File: src/core/serial_rx_defines.vh
// Purpose: constants shared by the serial receiver core and its store
// Assumes: registers are 32-bit aligned words on an AHB-Lite slave
// Notes  : offsets are byte addresses; bit positions are within each word
`ifndef SERIAL_RX_DEFINES_VH
`define SERIAL_RX_DEFINES_VH

// ==========================================================================
// register offsets
`define OFS_RX_STAT_CTRL   8'h00
`define OFS_TX_STAT_CTRL   8'h04
`define OFS_RX_DATA        8'h08
`define OFS_BAUD_DIV       8'h0c
`define OFS_IRQ_STAT       8'h10
`define OFS_IRQ_MASK       8'h14
`define OFS_IRQ_CTRL       8'h18

// ==========================================================================
// receive_status_control fields
`define RXC_SERIAL_PORT_ENABLE           7
`define RXC_RX9            6
`define RXC_CONTINUOUS_RECEIVE_ENABLE           4
`define RXC_ADDRESS_DETECT_ENABLE          3
`define RXC_FRAMING_ERROR_FLAG           2
`define RXC_OVERRUN_ERROR_FLAG           1
`define RXC_RECEIVED_NINTH_BIT           0

// ==========================================================================
// transmit_status_control fields
`define TXC_CLOCK_SOURCE_SELECT           7
`define TXC_TX9            6
`define TXC_TRANSMITTER_ENABLE           5
`define TXC_SYNC           4
`define TXC_BREAK_SEND_REQUEST          3
`define TXC_HIGH_BAUD_SELECT           2
`define TXC_SHIFT_REGISTER_EMPTY           1
`define TXC_TRANSMIT_NINTH_BIT           0
`define TXC_RST            8'h02

// ==========================================================================
// interrupt fields, reset values, sizes
`define IRQ_CHAR           0
`define IRQ_OVR            1
`define IRQ_PEND_RO        8
`define ICTL_RXIE          0
`define ICTL_PERIPHERAL_IRQ_ENABLE          1
`define ICTL_GIE           2
`define BAUD_DIV_RST       16'h000f
`define CHAR_W             10
`define FIFO_DEPTH         2
`define FIFO_FULL_CNT      2'h2
`define BITS_NINE_LAST     4'h8
`define BITS_EIGHT_LAST    4'h7

`endif

File: src/core/serial_receiver.v
// Purpose: receive side of a serial port with error flags and address detect
// Assumes: AHB-Lite slave, one clock ref_clk, asynchronous active-low rstn
// Notes  : async bit period is baud divisor plus one ref_clk cycles; an internal sync clock bit takes twice that
//
// Notes on behaviour
// - pending flag: receiver on and data queued
// - flag ignores enables; irq needs peripheral and global enables plus rxie (pending) or a mask bit (status)
// - each queued character keeps its framing status
// - framing flag follows oldest unread character
// - framing error neither stops reception nor interrupts
// - port disable clears framing; receive disable not
// - two-deep queue; third character sets overrun
// - overrun keeps queue readable, blocks new characters
// - only receive or port disable clears overrun
// - nine-bit mode shifts nine; ninth bit shown
// - address detect in nine-bit mode keeps only ninth-bit-set characters
`timescale 1ns/10ps
`default_nettype none
`include "serial_rx_defines.vh"

module serial_receiver (
    input  wire        ref_clk,
    input  wire        rstn,
    input  wire        hsel,
    input  wire [31:0] haddr,
    input  wire [1:0]  htrans,
    input  wire        hwrite,
    input  wire [2:0]  hsize,
    input  wire [31:0] hwdata,
    input  wire        hready,
    input  wire        rxIn,
    input  wire        syncClkIn,
    output reg  [31:0] hrdata,
    output reg         hreadyout,
    output reg         hresp,
    output reg         irq_ff,
    output reg         syncClkOut_ff,
    output reg         syncClkOe_ff,
    output reg         txActive_ff,
    output reg         txNineBit_ff
);

    localparam [3:0] ST_IDLE  = 4'b0001;
    localparam [3:0] ST_START = 4'b0010;
    localparam [3:0] ST_DATA  = 4'b0100;
    localparam [3:0] ST_STOP  = 4'b1000;

    reg        serialPortEnable_ff, nineBitReceiveSelect_ff;
    reg        continuousReceiveEnable_ff, addressDetectEnable_ff;
    reg        overrunErrorFlag_ff, rxPendingFlag_ff;
    reg        clockSourceSelect_ff, nineBitTransmitSelect_ff, transmitterEnable_ff;
    reg        syncModeSelect_ff, breakSendRequest_ff, highBaudSelect_ff;
    reg        transmitNinthBit_ff;
    reg        rxPendingIrqEnable_ff, peripheralIrqEnable_ff, globalIrqEnable_ff;
    reg [1:0]  irqStat_ff, irqMask_ff;
    reg [15:0] baudDiv_ff, baudCnt_ff;
    reg [2:0]  rxSync_ff, ckSync_ff;
    reg        rxLvl_ff, rxPrev_ff, ckLvl_ff, ckPrev_ff;
    reg [3:0]  state_ff, bitCnt_ff;
    reg [8:0]  shift_ff;
    reg        done_ff;
    reg [9:0]  doneChar_ff;
    reg [1:0]  count_ff;
    reg        wrPtr_ff, rdPtr_ff;
    reg        dph_ff, dWrite_ff;
    reg [7:0]  dAddr_ff;
    reg [31:0] rdMux;

    wire [9:0] headChar;
    wire       rxOn     = serialPortEnable_ff & continuousReceiveEnable_ff;
    wire       busTake  = hsel & hready & htrans[1];
    wire       wrSel    = dph_ff & dWrite_ff;
    wire       rdSel    = dph_ff & ~dWrite_ff;
    wire       notEmpty = (count_ff != 2'h0);
    wire       pop      = rdSel & (dAddr_ff == `OFS_RX_DATA) & notEmpty;
    wire [3:0] lastIdx  = nineBitReceiveSelect_ff ? `BITS_NINE_LAST : `BITS_EIGHT_LAST;
    wire       lastBit  = (bitCnt_ff == lastIdx);
    wire [8:0] nxt_shift = {rxLvl_ff, shift_ff[8:1]};
    wire [8:0] shiftChar = nineBitReceiveSelect_ff ? shift_ff : {1'b0, shift_ff[8:1]};
    wire [8:0] nxt_char  = nineBitReceiveSelect_ff ? nxt_shift : {1'b0, nxt_shift[8:1]};
    // an internal clock rises when the divider expires while the pin is low
    wire       syncTick = clockSourceSelect_ff ?
                          ((baudCnt_ff == 16'h0000) & ~syncClkOut_ff) :
                          (ckLvl_ff & ~ckPrev_ff);
    // nine-bit characters with the ninth bit clear are dropped while hunting an address
    wire       keep     = done_ff & rxOn & ~overrunErrorFlag_ff &
                          ~(addressDetectEnable_ff & nineBitReceiveSelect_ff &
                            ~doneChar_ff[8]);
    wire       full     = (count_ff == `FIFO_FULL_CNT) & ~pop;
    wire       push     = keep & ~full;
    wire       ovrSet   = keep & full;
    wire       headFerr = notEmpty & headChar[9];
    wire       headNine = notEmpty & headChar[8];

    // ======================================================================
    // pin synchronisers: a change counts once stages two and three agree
    always @(posedge ref_clk or negedge rstn)
    begin
        if (!rstn)
        begin
            rxSync_ff <= 3'h7;
            ckSync_ff <= 3'h0;
            rxLvl_ff  <= 1'b1;
            rxPrev_ff <= 1'b1;
            ckLvl_ff  <= 1'b0;
            ckPrev_ff <= 1'b0;
        end
        else
        begin
            rxSync_ff <= {rxSync_ff[1:0], rxIn};
            ckSync_ff <= {ckSync_ff[1:0], syncClkIn};
            if (rxSync_ff[1] == rxSync_ff[2])
                rxLvl_ff <= rxSync_ff[2];
            if (ckSync_ff[1] == ckSync_ff[2])
                ckLvl_ff <= ckSync_ff[2];
            rxPrev_ff <= rxLvl_ff;
            ckPrev_ff <= ckLvl_ff;
        end
    end

    // ======================================================================
    // character framing
    always @(posedge ref_clk or negedge rstn)
    begin
        if (!rstn)
        begin
            state_ff      <= ST_IDLE;
            baudCnt_ff    <= 16'h0000;
            bitCnt_ff     <= 4'h0;
            shift_ff      <= 9'h000;
            syncClkOut_ff <= 1'b0;
            done_ff       <= 1'b0;
            doneChar_ff   <= 10'h000;
        end
        else
        begin
            done_ff <= 1'b0;
            if (!rxOn)
            begin
                state_ff      <= ST_IDLE;
                bitCnt_ff     <= 4'h0;
                baudCnt_ff    <= baudDiv_ff;
                syncClkOut_ff <= 1'b0;
            end
            else if (syncModeSelect_ff)
            begin
                state_ff <= ST_DATA;
                if (clockSourceSelect_ff)
                begin
                    if (baudCnt_ff == 16'h0000)
                    begin
                        baudCnt_ff    <= baudDiv_ff;
                        syncClkOut_ff <= ~syncClkOut_ff;
                    end
                    else
                        baudCnt_ff <= baudCnt_ff - 16'h0001;
                end
                if (syncTick)
                begin
                    shift_ff <= nxt_shift;
                    if (lastBit)
                    begin
                        bitCnt_ff   <= 4'h0;
                        done_ff     <= 1'b1;
                        doneChar_ff <= {1'b0, nxt_char};
                    end
                    else
                        bitCnt_ff <= bitCnt_ff + 4'h1;
                end
            end
            else
            begin
                case (state_ff)
                    ST_IDLE:
                    begin
                        if (rxPrev_ff && !rxLvl_ff)
                        begin
                            state_ff   <= ST_START;
                            baudCnt_ff <= {1'b0, baudDiv_ff[15:1]};
                        end
                    end
                    ST_START:
                    begin
                        if (baudCnt_ff != 16'h0000)
                            baudCnt_ff <= baudCnt_ff - 16'h0001;
                        else if (!rxLvl_ff)
                        begin
                            state_ff   <= ST_DATA;
                            baudCnt_ff <= baudDiv_ff;
                            bitCnt_ff  <= 4'h0;
                        end
                        else
                            state_ff <= ST_IDLE;
                    end
                    ST_DATA:
                    begin
                        if (baudCnt_ff != 16'h0000)
                            baudCnt_ff <= baudCnt_ff - 16'h0001;
                        else
                        begin
                            shift_ff   <= nxt_shift;
                            baudCnt_ff <= baudDiv_ff;
                            if (lastBit)
                            begin
                                state_ff  <= ST_STOP;
                                bitCnt_ff <= 4'h0;
                            end
                            else
                                bitCnt_ff <= bitCnt_ff + 4'h1;
                        end
                    end
                    ST_STOP:
                    begin
                        if (baudCnt_ff != 16'h0000)
                            baudCnt_ff <= baudCnt_ff - 16'h0001;
                        else
                        begin
                            // a low stop sample still delivers the character
                            done_ff     <= 1'b1;
                            doneChar_ff <= {~rxLvl_ff, shiftChar};
                            state_ff    <= ST_IDLE;
                        end
                    end
                    default:
                        state_ff <= ST_IDLE;
                endcase
            end
        end
    end

    // ======================================================================
    // receive queue control
    always @(posedge ref_clk or negedge rstn)
    begin
        if (!rstn)
        begin
            count_ff            <= 2'h0;
            wrPtr_ff            <= 1'b0;
            rdPtr_ff            <= 1'b0;
            overrunErrorFlag_ff <= 1'b0;
            rxPendingFlag_ff    <= 1'b0;
        end
        else if (!serialPortEnable_ff)
        begin
            // port disable empties the queue, which also clears framing status
            count_ff            <= 2'h0;
            wrPtr_ff            <= 1'b0;
            rdPtr_ff            <= 1'b0;
            overrunErrorFlag_ff <= 1'b0;
            rxPendingFlag_ff    <= 1'b0;
        end
        else
        begin
            if (!continuousReceiveEnable_ff)
                overrunErrorFlag_ff <= 1'b0;
            else if (ovrSet)
                overrunErrorFlag_ff <= 1'b1;
            if (push)
                wrPtr_ff <= ~wrPtr_ff;
            if (pop)
                rdPtr_ff <= ~rdPtr_ff;
            if (push && !pop)
                count_ff <= count_ff + 2'h1;
            else if (pop && !push)
                count_ff <= count_ff - 2'h1;
            rxPendingFlag_ff <= rxOn & notEmpty;
        end
    end

    rx_char_store u_store (
        .ref_clk   (ref_clk),
        .rstn      (rstn),
        .wrEn      (push),
        .wrAddr    (wrPtr_ff),
        .wrData    (doneChar_ff),
        .rdAddr    (rdPtr_ff),
        .rdData_ff (headChar)
    );

    // ======================================================================
    // bus slave: one wait state on every transfer, always OKAY
    always @(posedge ref_clk or negedge rstn)
    begin
        if (!rstn)
        begin
            dph_ff    <= 1'b0;
            dWrite_ff <= 1'b0;
            dAddr_ff  <= 8'h00;
            hreadyout <= 1'b1;
            hresp     <= 1'b0;
            hrdata    <= 32'h00000000;
        end
        else
        begin
            hresp <= 1'b0;
            if (busTake)
            begin
                dph_ff    <= 1'b1;
                dWrite_ff <= hwrite;
                dAddr_ff  <= {haddr[7:2], 2'b00};
                hreadyout <= 1'b0;
            end
            else if (dph_ff)
            begin
                dph_ff    <= 1'b0;
                hreadyout <= 1'b1;
                hrdata    <= dWrite_ff ? 32'h00000000 : rdMux;
            end
        end
    end

    // status bits are valid before the data word is popped
    always @*
    begin
        rdMux = 32'h00000000;
        case (dAddr_ff)
            `OFS_RX_STAT_CTRL: rdMux[7:0] = {serialPortEnable_ff, nineBitReceiveSelect_ff,
                                             1'b0, continuousReceiveEnable_ff,
                                             addressDetectEnable_ff, headFerr,
                                             overrunErrorFlag_ff, headNine};
            `OFS_TX_STAT_CTRL: rdMux[7:0] = {clockSourceSelect_ff, nineBitTransmitSelect_ff,
                                             transmitterEnable_ff, syncModeSelect_ff,
                                             breakSendRequest_ff, highBaudSelect_ff,
                                             1'b1, transmitNinthBit_ff};
            `OFS_RX_DATA:      rdMux[7:0] = notEmpty ? headChar[7:0] : 8'h00;
            `OFS_BAUD_DIV:     rdMux[15:0] = baudDiv_ff;
            `OFS_IRQ_STAT:     rdMux[8:0] = {rxPendingFlag_ff, 6'h00, irqStat_ff};
            `OFS_IRQ_MASK:     rdMux[1:0] = irqMask_ff;
            `OFS_IRQ_CTRL:     rdMux[2:0] = {globalIrqEnable_ff, peripheralIrqEnable_ff,
                                             rxPendingIrqEnable_ff};
            default:           rdMux = 32'h00000000;
        endcase
    end

    // ======================================================================
    // control registers and interrupt
    always @(posedge ref_clk or negedge rstn)
    begin
        if (!rstn)
        begin
            serialPortEnable_ff        <= 1'b0;
            nineBitReceiveSelect_ff    <= 1'b0;
            continuousReceiveEnable_ff <= 1'b0;
            addressDetectEnable_ff     <= 1'b0;
            clockSourceSelect_ff       <= 1'b0;
            nineBitTransmitSelect_ff   <= 1'b0;
            transmitterEnable_ff       <= 1'b0;
            syncModeSelect_ff          <= 1'b0;
            breakSendRequest_ff        <= 1'b0;
            highBaudSelect_ff          <= 1'b0;
            transmitNinthBit_ff        <= 1'b0;
            baudDiv_ff                 <= `BAUD_DIV_RST;
            irqStat_ff                 <= 2'h0;
            irqMask_ff                 <= 2'h0;
            rxPendingIrqEnable_ff      <= 1'b0;
            peripheralIrqEnable_ff     <= 1'b0;
            globalIrqEnable_ff         <= 1'b0;
            irq_ff                     <= 1'b0;
            syncClkOe_ff               <= 1'b0;
            txActive_ff                <= 1'b0;
            txNineBit_ff               <= 1'b0;
        end
        else
        begin
            if (wrSel && dAddr_ff == `OFS_RX_STAT_CTRL)
            begin
                serialPortEnable_ff        <= hwdata[`RXC_SERIAL_PORT_ENABLE];
                nineBitReceiveSelect_ff    <= hwdata[`RXC_RX9];
                continuousReceiveEnable_ff <= hwdata[`RXC_CONTINUOUS_RECEIVE_ENABLE];
                addressDetectEnable_ff     <= hwdata[`RXC_ADDRESS_DETECT_ENABLE];
            end
            if (wrSel && dAddr_ff == `OFS_TX_STAT_CTRL)
            begin
                clockSourceSelect_ff     <= hwdata[`TXC_CLOCK_SOURCE_SELECT];
                nineBitTransmitSelect_ff <= hwdata[`TXC_TX9];
                transmitterEnable_ff     <= hwdata[`TXC_TRANSMITTER_ENABLE];
                syncModeSelect_ff        <= hwdata[`TXC_SYNC];
                breakSendRequest_ff      <= hwdata[`TXC_BREAK_SEND_REQUEST];
                highBaudSelect_ff        <= hwdata[`TXC_HIGH_BAUD_SELECT];
                transmitNinthBit_ff      <= hwdata[`TXC_TRANSMIT_NINTH_BIT];
            end
            if (wrSel && dAddr_ff == `OFS_BAUD_DIV)
                baudDiv_ff <= hwdata[15:0];
            if (wrSel && dAddr_ff == `OFS_IRQ_MASK)
                irqMask_ff <= hwdata[1:0];
            if (wrSel && dAddr_ff == `OFS_IRQ_CTRL)
            begin
                rxPendingIrqEnable_ff  <= hwdata[`ICTL_RXIE];
                peripheralIrqEnable_ff <= hwdata[`ICTL_PERIPHERAL_IRQ_ENABLE];
                globalIrqEnable_ff     <= hwdata[`ICTL_GIE];
            end
            // a new event in the clearing cycle survives the clear
            irqStat_ff <= (irqStat_ff & ~((wrSel && dAddr_ff == `OFS_IRQ_STAT) ?
                          hwdata[1:0] : 2'h0)) | {ovrSet, push};
            // framing errors have no event bit of their own
            irq_ff <= peripheralIrqEnable_ff & globalIrqEnable_ff &
                      ((rxPendingFlag_ff & rxPendingIrqEnable_ff) |
                       (|(irqStat_ff & irqMask_ff)));
            syncClkOe_ff <= serialPortEnable_ff & syncModeSelect_ff &
                            clockSourceSelect_ff;
            txActive_ff  <= serialPortEnable_ff & transmitterEnable_ff;
            txNineBit_ff <= nineBitTransmitSelect_ff;
        end
    end

endmodule // serial_receiver
`default_nettype wire

File: src/core/rx_char_store.v
// Purpose: two-entry character store behind the receive queue
// Assumes: one write port and one read address, same clock
// Notes  : read data are registered, so they follow the address a cycle late
`timescale 1ns/10ps
`default_nettype none
`include "serial_rx_defines.vh"

module rx_char_store (
    input  wire                   ref_clk,
    input  wire                   rstn,
    input  wire                   wrEn,
    input  wire                   wrAddr,
    input  wire [`CHAR_W-1:0]     wrData,
    input  wire                   rdAddr,
    output reg  [`CHAR_W-1:0]     rdData_ff
);

    wire [`CHAR_W-1:0] entry [0:`FIFO_DEPTH-1];

    // ======================================================================
    // storage entries
    genvar gi;
    generate
        for (gi = 0; gi < `FIFO_DEPTH; gi = gi + 1)
        begin : g_entry
            reg [`CHAR_W-1:0] slot_ff;
            always @(posedge ref_clk or negedge rstn)
            begin
                if (!rstn)
                    slot_ff <= {`CHAR_W{1'b0}};
                else if (wrEn && (wrAddr == gi))
                    slot_ff <= wrData;
            end
            assign entry[gi] = slot_ff;
        end
    endgenerate

    // ======================================================================
    // registered read port
    always @(posedge ref_clk or negedge rstn)
    begin
        if (!rstn)
            rdData_ff <= {`CHAR_W{1'b0}};
        else
            rdData_ff <= entry[rdAddr];
    end

endmodule // rx_char_store
`default_nettype wire

File: config.mk
export PLATFORM = sky130hd
export DESIGN_NAME = serial_receiver
export DESIGN_NICKNAME = d
export VERILOG_FILES = /design/src/core/serial_receiver.v /design/src/core/rx_char_store.v
export VERILOG_INCLUDE_DIRS = /design/src /design/src/core
export SDC_FILE = /design/constraint.sdc
export NUM_CORES = 1
export LEC_CHECK = 0
export BUFFER_PORTS_ARGS = -buffer_cell sky130_fd_sc_hd__buf_2
export CORE_MARGIN = 1
export CORE_UTILIZATION = 35
export DETAILED_ROUTE_END_ITERATION = 7
export GPL_ROUTABILITY_DRIVEN = 0
export PLACE_DENSITY = 0.58
export SYNTH_ARGS = -nofsm -noshare
export SYNTH_HDL_FRONTEND = slang
export SYNTH_SLANG_ARGS = --single-unit
File: constraint.sdc
create_clock -name ref_clk -period 3.1 [get_ports ref_clk]
set_clock_uncertainty 0.1 [all_clocks]
set_input_delay 0.62 -clock ref_clk [delete_from_list [all_inputs] [get_ports ref_clk]]
set_output_delay 0.62 -clock ref_clk [all_outputs]
set_load 0.03 [all_outputs]
[Yosys cells after proc, flatten, opt, wreduce, memory -nomap -nowiden]
Cells that the tools add are included.
Storage, ports and cells
  flip-flop bits (word level): 170
  input port bits: 76
  output and inout port bits: 39
  word-level logic and storage cells: 236
Operators by class
  $add $sub $neg: 4
  order comparisons: 1
  equal/unequal tests: 36
  multiplexer cells: 75
  bitwise gates (word level): 44
  reduce and logical (&&, ||, !) cells: 29
Operators with widths (number)
  $mux 16: 10
  $mux 10: 8
  $pmux 16 s4: 1
  $mux 4: 15
  $mux 9: 6
  $ne 4x4->1 const B: 7
  $and 1x1->1: 26
  $mux 1: 22
  $pmux 5 s4: 1
  $reduce_and 5->1: 4
  $eq 6x3->1 const B: 3
  $logic_not 16->1: 1
  $pmux 4 s4: 1
  $reduce_bool 16->1: 1
  $sub 16x1->16 const B: 1
  $pmux 2 s7: 1
  $eq 6x2->1 const B: 2
  $not 1->1: 12
  $logic_and 1x1->1: 11
  $ne 2x1->1 const B: 5
  $logic_not 8->1: 1
  $mux 2: 4
  $mux 8: 1
  $pmux 4 s2: 1
  other kinds (34): 44

[Longest topological paths before layout]
  depth in word-level cells: 13
  mapped depth: 10
  mapped depth without buffers: 8

[Modules after synthesis]
From an unflattened synthesis, not the netlist that was laid out.
Unflattened totals
  cell total of the unflattened synthesis: 700
  area, all modules: 7589.8 µm²
By module, submodules not included
  serial_receiver: times used 1, cells an instance 636, area each 6465.0 µm², sequential area each 3116.7 µm²
  rx_char_store: times used 1, cells an instance 64, area each 1124.8 µm², sequential area each 750.7 µm²

[Worst setup path after synthesis]
No wires, ideal clock.
  path type: register to register
  from: register dAddr_ff[4]
  to: register u_store.g_entry[0].slot_ff[1]
  library setup time: 0.127 ns
  arrival time: 2.213 ns
  data required time: 2.873 ns
  path slack: 0.660 ns
  cell stages (with the launch flop): 11
  buffers on the path: 4
  clock period less this slack: 2.440 ns
  path through: dfrtp_1 > buf_2 > nor4_4 > and3b_1 > buf_4 > and3b_1 > buf_2 > o31a_1 > nor2b_2 > buf_6 > mux2_1
Between the ends
  longest elaborated chain between the ends: 8
RTL lines
  start, declared: RTL line serial_receiver.v:66  | reg [7:0] dAddr_ff;
  start signal, assigned: RTL line serial_receiver.v:300  | dAddr_ff <= {haddr[7:2], 2'b00};
  $eq 6x2->1
  $and 1x1->1 (2 in a row): RTL line serial_receiver.v:75  | wire pop = rdSel & (dAddr_ff == `OFS_RX_DATA) & notEmpty;
  $not 1->1: RTL line serial_receiver.v:89  | wire full = (count_ff == `FIFO_FULL_CNT) & ~pop;
  $and 1x1->1: RTL line serial_receiver.v:89
  $not 1->1: RTL line serial_receiver.v:90  | wire push = keep & ~full;
  $and 1x1->1: RTL line serial_receiver.v:90
  $logic_and 1x1->1: RTL line rx_char_store.v:31  | else if (wrEn && (wrAddr == gi))
  end signal, assigned: RTL line rx_char_store.v:30  | slot_ff <= {`CHAR_W{1'b0}};
  end signal, assigned: RTL line rx_char_store.v:32  | slot_ff <= wrData;
  end, declared: RTL line rx_char_store.v:26  | reg [`CHAR_W-1:0] slot_ff;
No other way between the ends.
A chain may end at the register's enable or synchronous reset.

[Worst setup path in the final report]
  from: register baudCnt_ff[0]
  to: register baudCnt_ff[11]
Between the ends
  longest elaborated chain between the ends: 5
  elaborated cells between the ends (all ways): 14
  those cells by class: add/sub (1); eq/ne (2); mux (8); reduce/logical (3)
RTL lines
  start, declared: RTL line serial_receiver.v:56  | reg [15:0] baudDiv_ff, baudCnt_ff;
  start signal, assigned: RTL line serial_receiver.v:142  | baudCnt_ff <= baudDiv_ff;
  start signal, assigned: RTL line serial_receiver.v:152  | baudCnt_ff <= baudDiv_ff;
  start signal, assigned: RTL line serial_receiver.v:156  | baudCnt_ff <= baudCnt_ff - 16'h0001;
  $sub 16x1->16, or another cell as far along
  $mux 16, on equally long branches
  $pmux 16 s4 / $mux 16 (equally long branches): RTL line serial_receiver.v:173, serial_receiver.v:148
  $mux 16: RTL line serial_receiver.v:145  | else if (syncModeSelect_ff)
  $mux 16: RTL line serial_receiver.v:138  | if (!rxOn)
Several ways; a longest one is shown, not always the timed one. The select of a mux whose other input is x is not followed.

==> flow_metrics.tcl <==
set metrics [dict create \
    outcome "completed" \
    grt.busiest_layer "met2" \
    dp_hpwl_um 13200 \
    whs_endpoint "rxSync_ff[0]" \
    ys_warn_count 0 \
    holdWs_ps 182 \
    static-leakage-power_uw 0.00417 \
    ff_latch_area_sq_um 3870 \
    gr-usage-met2_pct 25.5 \
    path_buf_inv 1 \
    ant_nets 0 \
    coreArea_sq_um 21800 \
    cts_htree_levels 4 \
    synth_area_sq_um 7760 \
    drv_cap 0 \
    r2r-start "baudCnt_ff[0]" \
    track_usage_pct 16.8 \
    place_ws_ps 415 \
    r2r_setup_slack_ps 370 \
    rr_endpoint "baudCnt_ff[11]" \
    startpoint_type "flip-flop" \
    tns_ps 0 \
    ys_ff_latch 154 \
    synth-edff-count 0 \
    die_w_um 151 \
    area_delta_synth_final_pct 14.9 \
    synth_cell_types 71 \
    io_pins 115 \
    grt-ovfl-total 0 \
    seq_area_frac_synth_pct 49.8 \
    rr_worst_depth 8 \
    hold_path.class "in2reg" \
    grt_pass1_wl_um 29100 \
    clk_pin_slew_ps 60 \
    met3_usage_pct 4.01 \
    dr.pass1.iters 5 \
    clock_tree.buffer_depth 2 \
    synth_area_leaders "dfrtp_1, mux2_2, dfstp_2" \
    worstHoldStart "rxIn" \
    pwr_density_cell_nw_per_um2 566 \
    antenna_found_initial 0 \
    worst-path-stages 8 \
    clk-insertion-delay-late_ps 430 \
    hold_path_depth 1 \
    slew_headroom_pct 49.0 \
    async_flop_share_pct 100 \
    slowest_stage "or4b_4" \
    fillCellCount 2123 \
    max_freq_mhz 366 \
    root_buffer "clkbuf_16" \
    antenna_cells 0 \
    drive_gt1_share_pct 28.8 \
    met1_usage_pct 23.6 \
    die_h_um 151 \
    cp-end-kind "flip-flop" \
    utilization_pct 41.0 \
    slowest_delay_ps 510 \
    synth_top_area_share_pct 46.1 \
    grt_pass1_vias 5356 \
    multi_input_area_sq_um 3550 \
    numPortBuffers 51 \
    slew_violations 0 \
    synth_top_area_cell "dfrtp_1" \
    drt-initial-drc-count 436 \
    grt_max_degree 66 \
    critical_path_class "reg2reg" \
    fin_crit_ps 2730 \
    wirelength_um 18300 \
    rsz0062_at_grt "false" \
    cts_buffers 17 \
    cts_num_sinks 154 \
    nets 837 \
    synth_area_per_cell_sq_um 11.1 \
    core.rowCount 54 \
    final_cell_area_sq_um 8920 \
    post-route-drc-count 0 \
    dpl_cell_area_sq_um 8300 \
    viasPerCell 5.40 \
    setup_viol 0 \
    netlist_instances 698 \
    wl_per_cell_um 17.3 \
    crit_chain "inv_1 > ha_1 > or4b_4 > nor3_2 > nand2_1 > o22ai_1 > a221oi_1 > a21oi_1" \
    finalHoldViolCount 0 \
    worstPathArrival_ps 2980 \
    ys.flop_type "dfrtp_1" \
    via_count 5683 \
    ir_drop_v 0.000270 \
    fin_ws_ps 369 \
    critPathRequiredTime_ps 3350 \
    critPathTopFamily "simple AND/OR/NAND/NOR gates" \
    worst_slew_pin_slew_ps 762 \
    die_area_sq_um 22800 \
    path_max_fanout 6 \
    cts_tree "done" \
    finalCritPeriodShare_pct 88.1 \
    cp-startpoint "baudCnt_ff[0]" \
    start_util_pct 35.7 \
]
[flip-flops by register name, summed over array words and instances (netlist names), 2 cells and up]
signal / count
dAddr_ff: 6
baudDiv_ff: 16
ckSync_ff: 3
rxSync_ff: 3
count_ff: 2
bitCnt_ff: 4
u_store.rdData_ff: 10
irqMask_ff: 2
baudCnt_ff: 16
doneChar_ff: 10
u_store.g_entry.slot_ff: 20
irqStat_ff: 2
shift_ff: 9
state_ff: 4
hrdata: 16
[what timing repair did]
item	in CTS	in global routing
hold buffers	1	0
endpoints found under the hold margin	31	0
setup endpoints to repair	0	0
buffers inserted	0	0
resized for setup	0	0
[power by group]
part | total [uW] | switching [uW] | leakage (uW) | internal (uW)
sequential | 2230 | 133 | 0.00206 | 2100
combinational | 692 | 414 | 0.00182 | 278
clock | 2120 | 864 | 0.000290 | 1260
total | 5050 | 1410 | 0.00417 | 3630
[per-stage QoR]
step	std cells	power [uW]
after floorplan	714	2740
after global placement	1019	2950
after detailed placement	1019	2950
after CTS	1052	5080
after global routing	1052	5260
final	1052	5050
[worst max-delay path by stage]
stage,slack [ps],end
after floorplan,660,u_store.g_entry[0].slot_ff[1]
after global placement,430,shift_ff[1]
after detailed placement,420,baudCnt_ff[11]
after CTS,390,baudCnt_ff[11]
after global routing,200,shift_ff[1]
final,370,baudCnt_ff[11]
[cell type report]
class	instances	area share, %
Sequential cell	154	43.4
Multi-Input combinational cell	492	39.8
Timing Repair Buffer	80	5.54
Clock buffer	20	5.23
Tap cell	280	3.93
Clock inverter	12	1.53
Inverter	14	0.589
[cell usage in the layout, fill, tap and decap left out, types with 7 or more instances in the layout]
cell / instances
buf_2: 50
clkbuf_16: 17
a22oi_1: 7
and2_1: 8
dfstp_2: 11
nand2_1: 45
conb_1: 17
a21oi_1: 24
mux2_1: 9
inv_1: 13
dfrtp_1: 143
mux2i_1: 20
a22o_1: 15
nor2_1: 50
nand3_1: 15
buf_4: 27
mux2_2: 81
a221oi_1: 9
nor3_1: 17
nand2b_1: 7
o21ai_0: 47
[cells in the mapped netlist, types with 4 or more instances]
library cell and n:
a221oi_1 9, dfrtp_1 143, clkbuf_1 19, a22o_1 15
nand2b_1 7, and2_1 8, xnor2_1 5, a22oi_1 7
nor2b_1 4, o22ai_1 6, a21oi_1 24, dfstp_2 11
o21ai_1 5, nand3_1 15, buf_2 5, o31a_1 4
mux2i_1 20, mux2_1 9, xor2_1 6, o211ai_1 4
inv_1 13, buf_6 7, mux2_2 81, nor4_1 4
nand2_1 45, and3b_1 4, buf_4 19, nand4_1 4
nor3_1 17, o21ai_0 47, nor4b_1 4, nand3b_1 4
nor2_1 50, a21o_1 4, a31oi_1 6
[per-layer routing]
metal | vias up | routed length, um
li1 | 2641 | -
met2 | 172 | 8280
met1 | 2844 | 8630
met4 | 0 | 279
met5 | - | 0
met3 | 26 | 1060
[kinds of logic after synthesis]
group                    count (synthesis)  share of synthesized area, %
AND/OR/NAND/NOR                        195                          14.1
AO/OA/AOI/OAI                          155                          13.4
flip-flops                             154                          49.8
multiplexers                           110                          15.6
buffers and inverters                   68                          5.22
XOR/XNOR                                11                          1.24
adder cells (fa/ha/maj)                  4                         0.580
other                                    1                        0.0483
Power figures use the tool's default switching activity.
